`src/hdl/scs_map.vh`:
```
// scs_map.vh: register map, field positions, reset values and timing counts
// assumes: included by the sample clock sync design files
`ifndef SCS_MAP_VH
`define SCS_MAP_VH

// register addresses on the serial port
`define SCS_ADDR_EXT_CFG 4'h9
`define SCS_ADDR_FINE 4'hE
`define SCS_ADDR_COARSE 4'hF

// reset values
`define SCS_RST_EXT_CFG 16'h03FF
`define SCS_RST_FINE 16'h00FF
`define SCS_RST_COARSE 16'h007F

// field positions
`define SCS_EXT_PATTERN_BIT 15
`define SCS_EXT_STROBE_RUN_BIT 14
`define SCS_FINE_HI 15
`define SCS_FINE_LO 8
`define SCS_INVERT_BIT 15
`define SCS_COARSE_HI 14
`define SCS_COARSE_LO 10
`define SCS_INT_HI 9
`define SCS_INT_LO 7

// serial frame: address bits then data bits, msb first
`define SCS_FRAME_BITS 5'd20

// delay steps
`define SCS_COARSE_STEP_PS 65
`define SCS_INT_STEP_PS 11
`define SCS_FINE_FULL_TENTHS 500
`define SCS_FINE_FULL_CODE 255

// restart waits after the captured release, in sample clocks
`define SCS_WAIT_DEMUX0 3'd4
`define SCS_WAIT_OTHER 3'd3

// clock to strobe delay and clock period
`define SCS_TOD_PS 4000
`define SCS_CLK_PS 10000
`define SCS_TOD_CYC ((`SCS_TOD_PS + `SCS_CLK_PS - 1) / `SCS_CLK_PS)

// pattern words
`define SCS_PAT_LO_QD 7'h00
`define SCS_PAT_LO_ID 7'h01
`define SCS_PAT_LO_Q 7'h01
`define SCS_PAT_LO_I 7'h02
`define SCS_PAT_HI_QD 7'h7F
`define SCS_PAT_HI_ID 7'h7E
`define SCS_PAT_HI_Q 7'h7E
`define SCS_PAT_HI_I 7'h7D
`define SCS_PAT_ND_LO_Q 7'h00
`define SCS_PAT_ND_LO_I 7'h01
`define SCS_PAT_ND_HI_Q 7'h7F
`define SCS_PAT_ND_HI_I 7'h7E
`define SCS_PAT_LEN_DEMUX 4'd5
`define SCS_PAT_LEN_NODEMUX 4'd12
`define SCS_PAT_SEQ_DEMUX 5'h0A
`define SCS_PAT_SEQ_NODEMUX 12'h932

`endif

```
`src/hdl/scs_pattern_gen.v`:
```
// scs_pattern_gen: test pattern table and sequencer with registered outputs
// assumes: advance is a one-cycle enable per output word slot
`timescale 1ns/10ps
`include "scs_map.vh"

module scs_pattern_gen (
    // clock and reset
    input wire sys_clk_i,
    input wire reset_n_i,
    // control
    input wire restart_i,
    input wire advance_i,
    input wire demux_i,
    // pattern words
    output reg [6:0] quadrature_delayed_bus_o,
    output reg [6:0] inphase_delayed_bus_o,
    output reg [6:0] q_bus_o,
    output reg [6:0] i_bus_o,
    output reg over_range_o
);

    reg [3:0] index_ff;
    reg [3:0] nxt_index;
    reg high;

    // sequence bit for a step: one means the high words
    function pat_high;
        input dmx;
        input [3:0] idx;
        reg [11:0] seq;
        begin
            seq = dmx ? {7'h00, `SCS_PAT_SEQ_DEMUX} : `SCS_PAT_SEQ_NODEMUX;
            pat_high = seq[idx];
        end
    endfunction

    always @* begin
        nxt_index = index_ff;
        if (restart_i) begin
            nxt_index = 4'h0;
        end else if (advance_i) begin
            // wraps forever, whether or not the pattern is selected
            if (index_ff >= (demux_i ? `SCS_PAT_LEN_DEMUX : `SCS_PAT_LEN_NODEMUX) - 4'h1) begin
                nxt_index = 4'h0;
            end else begin
                nxt_index = index_ff + 4'h1;
            end
        end
        high = pat_high(demux_i, nxt_index);
    end

    always @(posedge sys_clk_i or negedge reset_n_i) begin
        if (!reset_n_i) begin
            index_ff <= 4'h0;
            quadrature_delayed_bus_o <= 7'h00;
            inphase_delayed_bus_o <= 7'h00;
            q_bus_o <= 7'h00;
            i_bus_o <= 7'h00;
            over_range_o <= 1'b0;
        end else begin
            index_ff <= nxt_index;
            over_range_o <= high;
            if (demux_i) begin
                quadrature_delayed_bus_o <= high ? `SCS_PAT_HI_QD : `SCS_PAT_LO_QD;
                inphase_delayed_bus_o <= high ? `SCS_PAT_HI_ID : `SCS_PAT_LO_ID;
                q_bus_o <= high ? `SCS_PAT_HI_Q : `SCS_PAT_LO_Q;
                i_bus_o <= high ? `SCS_PAT_HI_I : `SCS_PAT_LO_I;
            end else begin
                // delayed ports carry nothing in non-demux mode
                quadrature_delayed_bus_o <= 7'h00;
                inphase_delayed_bus_o <= 7'h00;
                q_bus_o <= high ? `SCS_PAT_ND_HI_Q : `SCS_PAT_ND_LO_Q;
                i_bus_o <= high ? `SCS_PAT_ND_HI_I : `SCS_PAT_ND_LO_I;
            end
        end
    end

endmodule // scs_pattern_gen

```
`src/hdl/scs_sample_sync.v`:
```
// scs_sample_sync: phase adjust registers, strobe align, strobe gating, test pattern mux
// assumes: sys_clk_i is the sample clock; pins from the controller are asynchronous
//
// Contract
// - fine field 15:8 sets sample delay linearly, 0 none, FFh about 50 ps
// - coarse register bit 15 inverts sampling clock, clear after reset
// - coarse field 14:10 adds about 65 ps per code, reset zero
// - intermediate field 9:7 adds about 11 ps per code, total near 2.1 ns
// - strobe invalid while a register word shifts in, valid once latched
// - strobe held at a mode-dependent level while align pulse asserted
// - align release taken only at the next sample clock falling edge; here the two-stage synchroniser delay stands in for it
// - wait four clocks in demux 0-degree mode, else three, then clock-to-strobe delay
// - after the wait the strobe phase is realigned identically on all devices
// - strobe stops during calibration unless continuous strobe is set
// - pattern mode drives all ports and over-range from the generator
// - demux pattern words 00/01/01/02 low, 7F/7E/7E/7D high, flag follows high
// - non-demux Q 00/7F, I 01/7E, flag set with high words
// - pattern without align may leave one port pair a strobe behind
// - holding align while enabling pattern starts all ports at release
// - pattern advances every clock in non-demux mode, every other clock in demux mode
// - extended config bit 15 selects pattern source, clear after reset
`timescale 1ns/10ps
`include "scs_map.vh"

module scs_sample_sync #(
    parameter TOD_CYCLES = `SCS_TOD_CYC
) (
    // clock and reset
    input wire sys_clk_i,
    input wire reset_n_i,
    // serial register port
    input wire reg_select_n_i,
    input wire reg_sclk_i,
    input wire reg_sdata_i,
    // mode pins
    input wire demux_en_i,
    input wire ddr_en_i,
    input wire demux_zero_phase_i,
    input wire output_edge_i,
    // align and calibration
    input wire strobe_align_pulse_i,
    input wire calibration_active_i,
    // converter data
    input wire [6:0] adc_qd_i,
    input wire [6:0] adc_id_i,
    input wire [6:0] adc_q_i,
    input wire [6:0] adc_i_i,
    input wire adc_or_i,
    // sample clock adjust
    output wire [7:0] fine_code_o,
    output wire [8:0] fine_delay_tenth_ps_o,
    output wire [4:0] coarse_code_o,
    output wire [2:0] int_code_o,
    output wire [11:0] coarse_delay_ps_o,
    output wire sample_edge_invert_o,
    // output ports
    output reg output_data_strobe_o,
    output wire strobe_valid_o,
    output reg [6:0] quadrature_delayed_bus_o,
    output reg [6:0] inphase_delayed_bus_o,
    output reg [6:0] q_bus_o,
    output reg [6:0] i_bus_o,
    output reg over_range_o,
    output wire pattern_source_select_o
);

    localparam [4:0] ST_RUN = 5'b00001;
    localparam [4:0] ST_HOLD = 5'b00010;
    localparam [4:0] ST_WAIT = 5'b00100;
    localparam [4:0] ST_TOD = 5'b01000;
    localparam [4:0] ST_ALIGN = 5'b10000;

    // two-stage synchronisers for all pins but reset and the converter data
    reg [8:0] sync1_ff;
    reg [8:0] sync2_ff;
    wire sel_n = sync2_ff[0];
    wire sclk = sync2_ff[1];
    wire sdata = sync2_ff[2];
    wire demux = sync2_ff[3];
    wire ddr = sync2_ff[4];
    wire zero_phase = sync2_ff[5];
    wire out_edge = sync2_ff[6];
    wire align = sync2_ff[7];
    wire cal = sync2_ff[8];

    reg sclk_d_ff;
    reg sel_n_d_ff;
    reg [19:0] shift_ff;
    reg [4:0] bits_ff;
    reg [15:0] ext_cfg_ff;
    reg [15:0] fine_ff;
    reg [15:0] coarse_ff;

    reg [4:0] state_ff;
    reg [4:0] nxt_state;
    reg [7:0] cnt_ff;
    reg [7:0] nxt_cnt;
    reg slot_ff;
    reg pat_en_d_ff;
    reg nxt_strobe;

    wire writing;
    wire cal_stop;
    wire hold_level;
    wire word_slot;
    wire pat_restart;
    wire [6:0] pg_qd;
    wire [6:0] pg_id;
    wire [6:0] pg_q;
    wire [6:0] pg_i;
    wire pg_or;

    // tenths of a picosecond for a fine code
    function [8:0] fine_tenths;
        input [7:0] code;
        reg [31:0] prod;
        reg [31:0] quot;
        begin
            prod = code * `SCS_FINE_FULL_TENTHS;
            quot = prod / `SCS_FINE_FULL_CODE;
            // at most 500, so the dropped upper bits are always zero
            fine_tenths = quot[8:0];
        end
    endfunction

    // coarse plus intermediate delay in picoseconds
    function [11:0] coarse_ps;
        input [4:0] crs;
        input [2:0] itm;
        reg [31:0] sum;
        begin
            sum = crs * `SCS_COARSE_STEP_PS + itm * `SCS_INT_STEP_PS;
            coarse_ps = sum[11:0];
        end
    endfunction

    always @(posedge sys_clk_i or negedge reset_n_i) begin
        if (!reset_n_i) begin
            sync1_ff <= 9'h001;
            sync2_ff <= 9'h001;
        end else begin
            sync1_ff <= {calibration_active_i, strobe_align_pulse_i, output_edge_i, demux_zero_phase_i,
                         ddr_en_i, demux_en_i, reg_sdata_i, reg_sclk_i, reg_select_n_i};
            sync2_ff <= sync1_ff;
        end
    end

    // serial port: bits shift on the rising serial clock, word latched when select rises
    always @(posedge sys_clk_i or negedge reset_n_i) begin
        if (!reset_n_i) begin
            sclk_d_ff <= 1'b0;
            sel_n_d_ff <= 1'b1;
            shift_ff <= 20'h00000;
            bits_ff <= 5'h00;
            ext_cfg_ff <= `SCS_RST_EXT_CFG;
            fine_ff <= `SCS_RST_FINE;
            coarse_ff <= `SCS_RST_COARSE;
        end else begin
            sclk_d_ff <= sclk;
            sel_n_d_ff <= sel_n;
            if (sel_n) begin
                bits_ff <= 5'h00;
            end else if (sclk && !sclk_d_ff) begin
                shift_ff <= {shift_ff[18:0], sdata};
                if (bits_ff != 5'h1F) begin
                    bits_ff <= bits_ff + 5'h01;
                end
            end
            // a short or long frame is dropped whole, the old value stays
            if (sel_n && !sel_n_d_ff && bits_ff == `SCS_FRAME_BITS) begin
                case (shift_ff[19:16])
                    `SCS_ADDR_EXT_CFG: ext_cfg_ff <= shift_ff[15:0];
                    `SCS_ADDR_FINE: fine_ff <= shift_ff[15:0];
                    `SCS_ADDR_COARSE: coarse_ff <= shift_ff[15:0];
                    default: ext_cfg_ff <= ext_cfg_ff;
                endcase
            end
        end
    end

    // low filler bits are stored but steer nothing
    assign fine_code_o = fine_ff[`SCS_FINE_HI:`SCS_FINE_LO];
    assign fine_delay_tenth_ps_o = fine_tenths(fine_code_o);
    assign coarse_code_o = coarse_ff[`SCS_COARSE_HI:`SCS_COARSE_LO];
    assign int_code_o = coarse_ff[`SCS_INT_HI:`SCS_INT_LO];
    assign coarse_delay_ps_o = coarse_ps(coarse_code_o, int_code_o);
    assign sample_edge_invert_o = coarse_ff[`SCS_INVERT_BIT];
    assign pattern_source_select_o = ext_cfg_ff[`SCS_EXT_PATTERN_BIT];

    assign writing = !sel_n;
    // the controller keeps align low during calibration, so no arbitration here
    assign cal_stop = cal && !ext_cfg_ff[`SCS_EXT_STROBE_RUN_BIT];
    assign hold_level = ddr ? 1'b0 : out_edge;
    assign word_slot = demux ? slot_ff : 1'b1;

    // align sequencer; the synchroniser delay stands in for the falling-edge capture
    always @* begin
        nxt_state = state_ff;
        nxt_cnt = cnt_ff;
        case (state_ff)
            ST_RUN: begin
                if (align) begin
                    nxt_state = ST_HOLD;
                end
            end
            ST_HOLD: begin
                if (!align) begin
                    nxt_state = ST_WAIT;
                    nxt_cnt = {5'h00, (demux && zero_phase) ? `SCS_WAIT_DEMUX0 : `SCS_WAIT_OTHER};
                end
            end
            ST_WAIT: begin
                if (align) begin
                    nxt_state = ST_HOLD;
                end else if (cnt_ff <= 8'h01) begin
                    nxt_state = ST_TOD;
                    nxt_cnt = TOD_CYCLES[7:0];
                end else begin
                    nxt_cnt = cnt_ff - 8'h01;
                end
            end
            ST_TOD: begin
                if (align) begin
                    nxt_state = ST_HOLD;
                end else if (cnt_ff <= 8'h01) begin
                    nxt_state = ST_ALIGN;
                end else begin
                    nxt_cnt = cnt_ff - 8'h01;
                end
            end
            ST_ALIGN: begin
                nxt_state = align ? ST_HOLD : ST_RUN;
            end
            default: begin
                nxt_state = ST_HOLD;
            end
        endcase
    end

    always @* begin
        nxt_strobe = output_data_strobe_o;
        if (state_ff != ST_RUN) begin
            nxt_strobe = hold_level;
        end else if (writing || cal_stop) begin
            nxt_strobe = output_data_strobe_o;
        end else if (!ddr || word_slot) begin
            nxt_strobe = !output_data_strobe_o;
        end
    end

    always @(posedge sys_clk_i or negedge reset_n_i) begin
        if (!reset_n_i) begin
            state_ff <= ST_RUN;
            cnt_ff <= 8'h00;
            slot_ff <= 1'b0;
            output_data_strobe_o <= 1'b0;
        end else begin
            state_ff <= nxt_state;
            cnt_ff <= nxt_cnt;
            output_data_strobe_o <= nxt_strobe;
            // every device restarts its slot phase on the same edge
            if (state_ff == ST_ALIGN) begin
                slot_ff <= 1'b0;
            end else begin
                slot_ff <= !slot_ff;
            end
        end
    end

    assign strobe_valid_o = (state_ff == ST_RUN) && !writing && !cal_stop;

    // generator restarts on enable and is held at its first step while align is up
    assign pat_restart = (state_ff != ST_RUN) || (pattern_source_select_o && !pat_en_d_ff);

    scs_pattern_gen u_pattern (
        .sys_clk_i(sys_clk_i),
        .reset_n_i(reset_n_i),
        .restart_i(pat_restart),
        .advance_i(word_slot),
        .demux_i(demux),
        .quadrature_delayed_bus_o(pg_qd),
        .inphase_delayed_bus_o(pg_id),
        .q_bus_o(pg_q),
        .i_bus_o(pg_i),
        .over_range_o(pg_or)
    );

    always @(posedge sys_clk_i or negedge reset_n_i) begin
        if (!reset_n_i) begin
            pat_en_d_ff <= 1'b0;
            quadrature_delayed_bus_o <= 7'h00;
            inphase_delayed_bus_o <= 7'h00;
            q_bus_o <= 7'h00;
            i_bus_o <= 7'h00;
            over_range_o <= 1'b0;
        end else begin
            pat_en_d_ff <= pattern_source_select_o;
            if (pattern_source_select_o) begin
                quadrature_delayed_bus_o <= pg_qd;
                inphase_delayed_bus_o <= pg_id;
                q_bus_o <= pg_q;
                i_bus_o <= pg_i;
                over_range_o <= pg_or;
            end else begin
                quadrature_delayed_bus_o <= adc_qd_i;
                inphase_delayed_bus_o <= adc_id_i;
                q_bus_o <= adc_q_i;
                i_bus_o <= adc_i_i;
                over_range_o <= adc_or_i;
            end
        end
    end

endmodule // scs_sample_sync

```
`config.mk`:
```
export PLATFORM = sky130hd
export DESIGN_NAME = scs_sample_sync
export DESIGN_NICKNAME = d
export VERILOG_FILES = /design/src/hdl/scs_pattern_gen.v /design/src/hdl/scs_sample_sync.v
export VERILOG_INCLUDE_DIRS = /design/src /design/src/hdl
export SDC_FILE = /design/constraint.sdc
export NUM_CORES = 1
export LEC_CHECK = 0
export ABC_AREA = 0
export BUFFER_PORTS_ARGS = -buffer_cell sky130_fd_sc_hd__buf_2
export CAP_MARGIN = 10
export CORE_AREA = 2 2 146 148
export DETAILED_ROUTE_END_ITERATION = 10
export DIE_AREA = 0 0 148 150
export GPL_TIMING_DRIVEN = 0
export PLACE_DENSITY = 0.68
export SYNTH_ARGS = -nofsm -noshare
export SYNTH_HDL_FRONTEND = slang
export SYNTH_SLANG_ARGS = --single-unit
```
`constraint.sdc`:
```
create_clock -name sys_clk_i -period 15.6 [get_ports sys_clk_i]
set_clock_uncertainty 0.15 [all_clocks]
set_input_delay 3.12 -clock sys_clk_i [delete_from_list [all_inputs] [get_ports sys_clk_i]]
set_output_delay 3.12 -clock sys_clk_i [all_outputs]
set_load 0.005 [all_outputs]
```
Word level (Yosys, flattened, before mapping)
Index checks and enable logic that the tools add are counted.

Register bits: 171. Bits of input ports: 40. Word-level logic and storage cells: 132.

Add/subtract/negate cells: 5. $mul: 3. Div/mod/pow operators: 1. Order comparisons: 3. Eq/ne operators: 19. Mux-type cells: 43. Bitwise gates (word level): 1. Reductions and logical operators: 32.

Operator list (number): $mux W7 (11); $mux W5 (9); $mux W8 (5); $div A17 B8 Y32 const B (1); $pmux W5 S5 (1); $pmux W8 S3 (1); $mux W4 (4); $mul A8 B7 Y15 const B (1); $add A12 B7 Y12 (1); $eq A4 B4 Y1 const B (3); $mul A5 B7 Y12 const B (1); $mux W12 (1); $ne A2 B2 Y1 const B (6); $reduce_and A2 Y1 (6); $eq A5 B5 Y1 const B (2); $logic_not A1 Y1 (9); $le A8 B1 Y1 const B (1); $logic_and A1 B1 Y1 (8); $mux W1 (8); $sub A8 B1 Y8 const B (1); $mul A3 B4 Y7 const B (1); $ne A3 B3 Y1 const B (2); $reduce_bool A2 Y1 (3); $add A5 B1 Y5 const B (1); 18 further kinds (20).

Logic depth before layout (Yosys ltp)
Word-level depth: 10. Gate-level depth with buffers: 45.

Modules after synthesis
From an unflattened synthesis, not the netlist that was laid out.

Cell total of the unflattened synthesis: 1117. Area total of the unflattened synthesis: 10481.3 um^2.

Modules (own cells, without submodules): scs_sample_sync (instances 1, cells an instance 1042, area each 9734.3 um^2); scs_pattern_gen (instances 1, cells an instance 75, area each 747.0 um^2).

Worst setup path before layout
OpenSTA, ideal clock, no wires.

Path type: reg-to-output. Start: reg fine_ff[9]. End: out fine_delay_tenth_ps_o[0]. Data arrival time: 9.897 ns. Path slack: 2.433 ns. Stages on the path, launching flop included: 40. Cells stage by stage: dfrtp_1 > fa_1 > inv_1 > fa_1 > fa_1 > fa_1 > inv_1 > ha_1 > buf_2 > a21oi_1 > o21ai_1 > and4_1 > a211oi_4 > mux2i_2 > o2111ai_2 > a21oi_1 > mux2_2 > a21oi_4 > [4 not listed] > buf_4 > o2111ai_4 > nor4_4 > nand3_1 > a22oi_1 > nor2_1 > a21o_1 > and4_4 > buf_6 > a2111o_1 > a32o_1 > inv_1 > mux2_2 > ha_1 > nand4b_1 > o22ai_1 > a32o_1 > o2111ai_1.

Cells in the longest elaborated chain, start to end: 2.

RTL lines: from (decl) (line scs_sample_sync.v:91) `reg [15:0] fine_ff;`; from (signal assigned) (line scs_sample_sync.v:156) `` fine_ff <= `SCS_RST_FINE; ``; from (signal assigned) (line scs_sample_sync.v:173) `` `SCS_ADDR_FINE: fine_ff <= shift_ff[15:0]; ``; $mul A8 B7 Y15 (no source line); $div A17 B8 Y32 (no source line); to (decl) (line scs_sample_sync.v:51) `output wire [8:0] fine_delay_tenth_ps_o,`.

No other way between the ends.

Worst setup path after layout
Same ends and word-level chain as after synthesis.

==> results.sh <==
export IMPL_power_leakage_nw=5.46
export IMPL_core_um2=20700
export IMPL_grt_remaining_overflow=0
export IMPL_wl_um=24400
export IMPL_met3_length_um=1370
export IMPL_design_die_area_um2=22200
export IMPL_gp_congestion=0.945
export IMPL_tightest_slew_ps=791
export IMPL_nFillCells=1877
export IMPL_cp_slowest_cell="mux2i_2"
export IMPL_area_growth_pct=16.9
export IMPL_max_cap_violations=0
export IMPL_finalSetupTns_ps=0
export IMPL_wl_per_cell_um=16.2
export IMPL_cts_sinks=118
export IMPL_cts_hold_buf=0
export IMPL_slew_headroom_pct=46.9
export IMPL_yosysMostFrequentCell="dfrtp_1"
export IMPL_synth_compound_area_share_pct=21.5
export IMPL_ys_async_sr_fraction_pct=100
export IMPL_synth_top_family_by_area="compound AO/OA/AOI/OAI gates"
export IMPL_drive_gt1_share_pct=20.9
export IMPL_synth_xor_area_share_pct=5.12
export IMPL_setup_viol=0
export IMPL_hold_viol=0
export IMPL_synth_edf_count=0
export IMPL_final_min_clock_period_ps=15020
export IMPL_cts_root_buf="clkbuf_16"
export IMPL_yosysSeqAreaShare_pct=29.9
export IMPL_seq_area_um2=2960
export IMPL_multi_input_area_um2=6530
export IMPL_wl_met1_um=10800
export IMPL_synth_seq_cells=118
export IMPL_antenna_cells=0
export IMPL_hold_path_class="reg2reg"
export IMPL_die_x_um=148
export IMPL_p_int_mw=0.634
export IMPL_swShare_pct=24.8
export IMPL_finalMaxSlewViolations=0
export IMPL_cts_made_buffers=17
export IMPL_synth_top_area_cell="dfrtp_1"
export IMPL_endpoint_kind="output port"
export IMPL_dpl_hpwl_um=18600
export IMPL_viasPerCell=5.80
export IMPL_synth_area_top_cells="dfrtp_1 (29%), ha_1 (9.1%), fa_1 (5.1%)"
export IMPL_cts_buffer_depth=2
export IMPL_synth_cell_types=109
export IMPL_r2r_slack_ps=12950
export IMPL_num_vias=8777
export IMPL_seqPwrFrac_pct=42.2
export IMPL_worstPathRequired_ps=12330
export IMPL_worstPathMaxFanout=10
export IMPL_synth_fa_ha_area_share_pct=14.2
export IMPL_synth_simple_area_share_pct=18.7
export IMPL_cts_tree="built"
export IMPL_crit_type="reg2out"
export IMPL_startpoint_type="flop"
export IMPL_place_ws_ps=485
export IMPL_powerDensity_nw_per_um2=72.8
export IMPL_fin_crit_sh_pct=96.3
export IMPL_ir_drop_mv=0.110
export IMPL_top_layer="met4"
export IMPL_synth_area_mux_share_pct=5.67
export IMPL_detail_route_antenna_nets=0
export IMPL_wl_met2_um=11700
export IMPL_io_pins=110
export IMPL_pwr_share_clk_pct=46.5
export IMPL_grt_pass1_wl_um=40700
export IMPL_clock_latency_ps=410
export IMPL_combinationalPowerShare_pct=11.4
export IMPL_clk_pin_slew_ps=50
export IMPL_crit_arrival_ps=11750
export IMPL_ys_warn_count=0
export IMPL_rows=53
export IMPL_syn_area_per_cell_um2=9.09
export IMPL_antenna_found_initial=0
export IMPL_grt_usage_pct=22.4
export IMPL_max_stage_delay_ps=530
export IMPL_start_util_pct=47.9
export IMPL_yosys_area_top_type_share_pct=28.8
export IMPL_switching_power_mw=0.209
export IMPL_syn_nets=1226
export IMPL_ys_dominant_reg_cell="dfrtp_1"
export IMPL_dieHeight_um=150
export IMPL_netlist_area_um2=9900
export IMPL_drtIter0Drc=617
export IMPL_fmax_mhz=66.6
export IMPL_grt_start_max_net_pins=90
export IMPL_yosys_top_cells_count="dfrtp_1 (114), inv_1 (95), nor2_1 (84)"
export IMPL_nets=1362
export IMPL_worst_slack_ps=578
export IMPL_h_tree_depth=4
export IMPL_final_util_pct=56.0
export IMPL_syn_inst=1089
export IMPL_drt_pass1_iterations=5
export IMPL_port_buffers=109
export IMPL_status="finished, final reports clean"
export IMPL_drc=0
export IMPL_grt_pass1_vias=8441
-- state kept, by name, indices dropped and copies added, names as in the netlist, 2 cells and up --
signal                    cells
sync1_ff                      9
bits_ff                       5
q_bus_o                       7
fine_ff                       8
i_bus_o                       7
quadrature_delayed_bus_o      7
u_pattern.q_bus_o             2
state_ff                      5
sync2_ff                      9
cnt_ff                        8
coarse_ff                     9
inphase_delayed_bus_o         7
u_pattern.index_ff            4
shift_ff                     20
ext_cfg_ff                    2
-- timing repair --
action,4_1_cts,5_1_grt
endpoints found under the setup margin,1,2
gates resized for setup,1,17
buffers inserted,0,7
pin swaps,0,2
-- layout make-up --
class / instances / area share [%]
Clock inverter: 13 / 1.33
Tap cell: 275 / 2.97
Multi-Input combinational cell: 848 / 56.4
Inverter: 97 / 3.17
Clock buffer: 19 / 3.91
Timing Repair Buffer: 117 / 5.46
Sequential cell: 118 / 25.6
Buffer: 26 / 1.16
-- worst max-delay path, delay by kind of cell (launching register included) --
family	cells	cell delay (ps)
AOI/OAI and AO/OA	17	4820
adders and majority gates	6	2250
and+or+nand+nor	7	1870
buffers and inverters	7	1070
muxes	2	870
DFF	1	480
-- routing by layer --
layer / global-route usage, % / up-vias
li1: - / 4255
met1: 28.6 / 4164
met2: 38.1 / 304
met3: 3.90 / 54
met4: 8.05 / 0
met5: 0 / -
-- placed cells by master, fill, tap and decap left out, types with 14 or more instances in the layout --
| master | netlist | routed |
|---|---|---|
| nor3_1 | 33 | 33 |
| and2_1 | 14 | 14 |
| o21ai_0 | 61 | 61 |
| mux2_2 | 39 | 39 |
| nand2_1 | 81 | 81 |
| clkbuf_16 | 0 | 17 |
| nand2b_1 | 19 | 19 |
| clkbuf_1 | 17 | 16 |
| xnor2_1 | 29 | 29 |
| dfrtp_1 | 114 | 113 |
| nand3_1 | 36 | 35 |
| a21oi_1 | 49 | 48 |
| xor2_1 | 27 | 27 |
| nor2_1 | 84 | 83 |
| o211ai_1 | 14 | 14 |
| fa_1 | 25 | 25 |
| and3_1 | 14 | 14 |
| a21o_1 | 15 | 15 |
| inv_1 | 95 | 95 |
| ha_1 | 72 | 72 |
| buf_2 | 3 | 111 |
-- through the flow --
stage / cell area [um^2] / power (mW) / cells / hold WS (ps)
2_1_floorplan: 9900 / 0.419 / 1089 / 181
4_1_cts: 11400 / 0.850 / 1506 / 200
3_3_place_gp: 10800 / 0.449 / 1473 / 181
3_5_place_dp: 10800 / 0.454 / 1474 / 187
6_report: 11600 / 0.843 / 1513 / 199
5_1_grt: 11600 / 0.877 / 1513 / 203
-- power groups by stage --
stage,sequential [mW],clock [mW],combinational [mW]
2_1_floorplan,0.354,0,0.0646
3_3_place_gp,0.358,0,0.0908
3_5_place_dp,0.359,0,0.0948
4_1_cts,0.355,0.398,0.0967
5_1_grt,0.359,0.409,0.110
6_report,0.355,0.392,0.0958
-- worst paths after layout --
path | startpoint | to | depth (start not counted)
worst max-delay path | fine_ff[9] | fine_delay_tenth_ps_o[0] | 39
worst min-delay path | sync1_ff[3] | sync2_ff[3] | 0
worst max register to register | sync2_ff[0] | coarse_ff[10] | 5
worst min register to register | sync1_ff[3] | sync2_ff[3] | 0
max in group asynchronous | reset_n_i | fine_ff[9] | 2
min in group asynchronous | reset_n_i | inphase_delayed_bus_o[1] | 1
-- kinds of logic (layout without fill, tap and decap cells) --
logic type,Yosys count,after routing
compound gates,287,287
xor+xnor,57,57
fa+ha+maj,97,97
buf+inv,123,272
flops,118,118
mux,50,50
simple gates,357,357
Note: power is estimated with default switching activity, not from simulation.
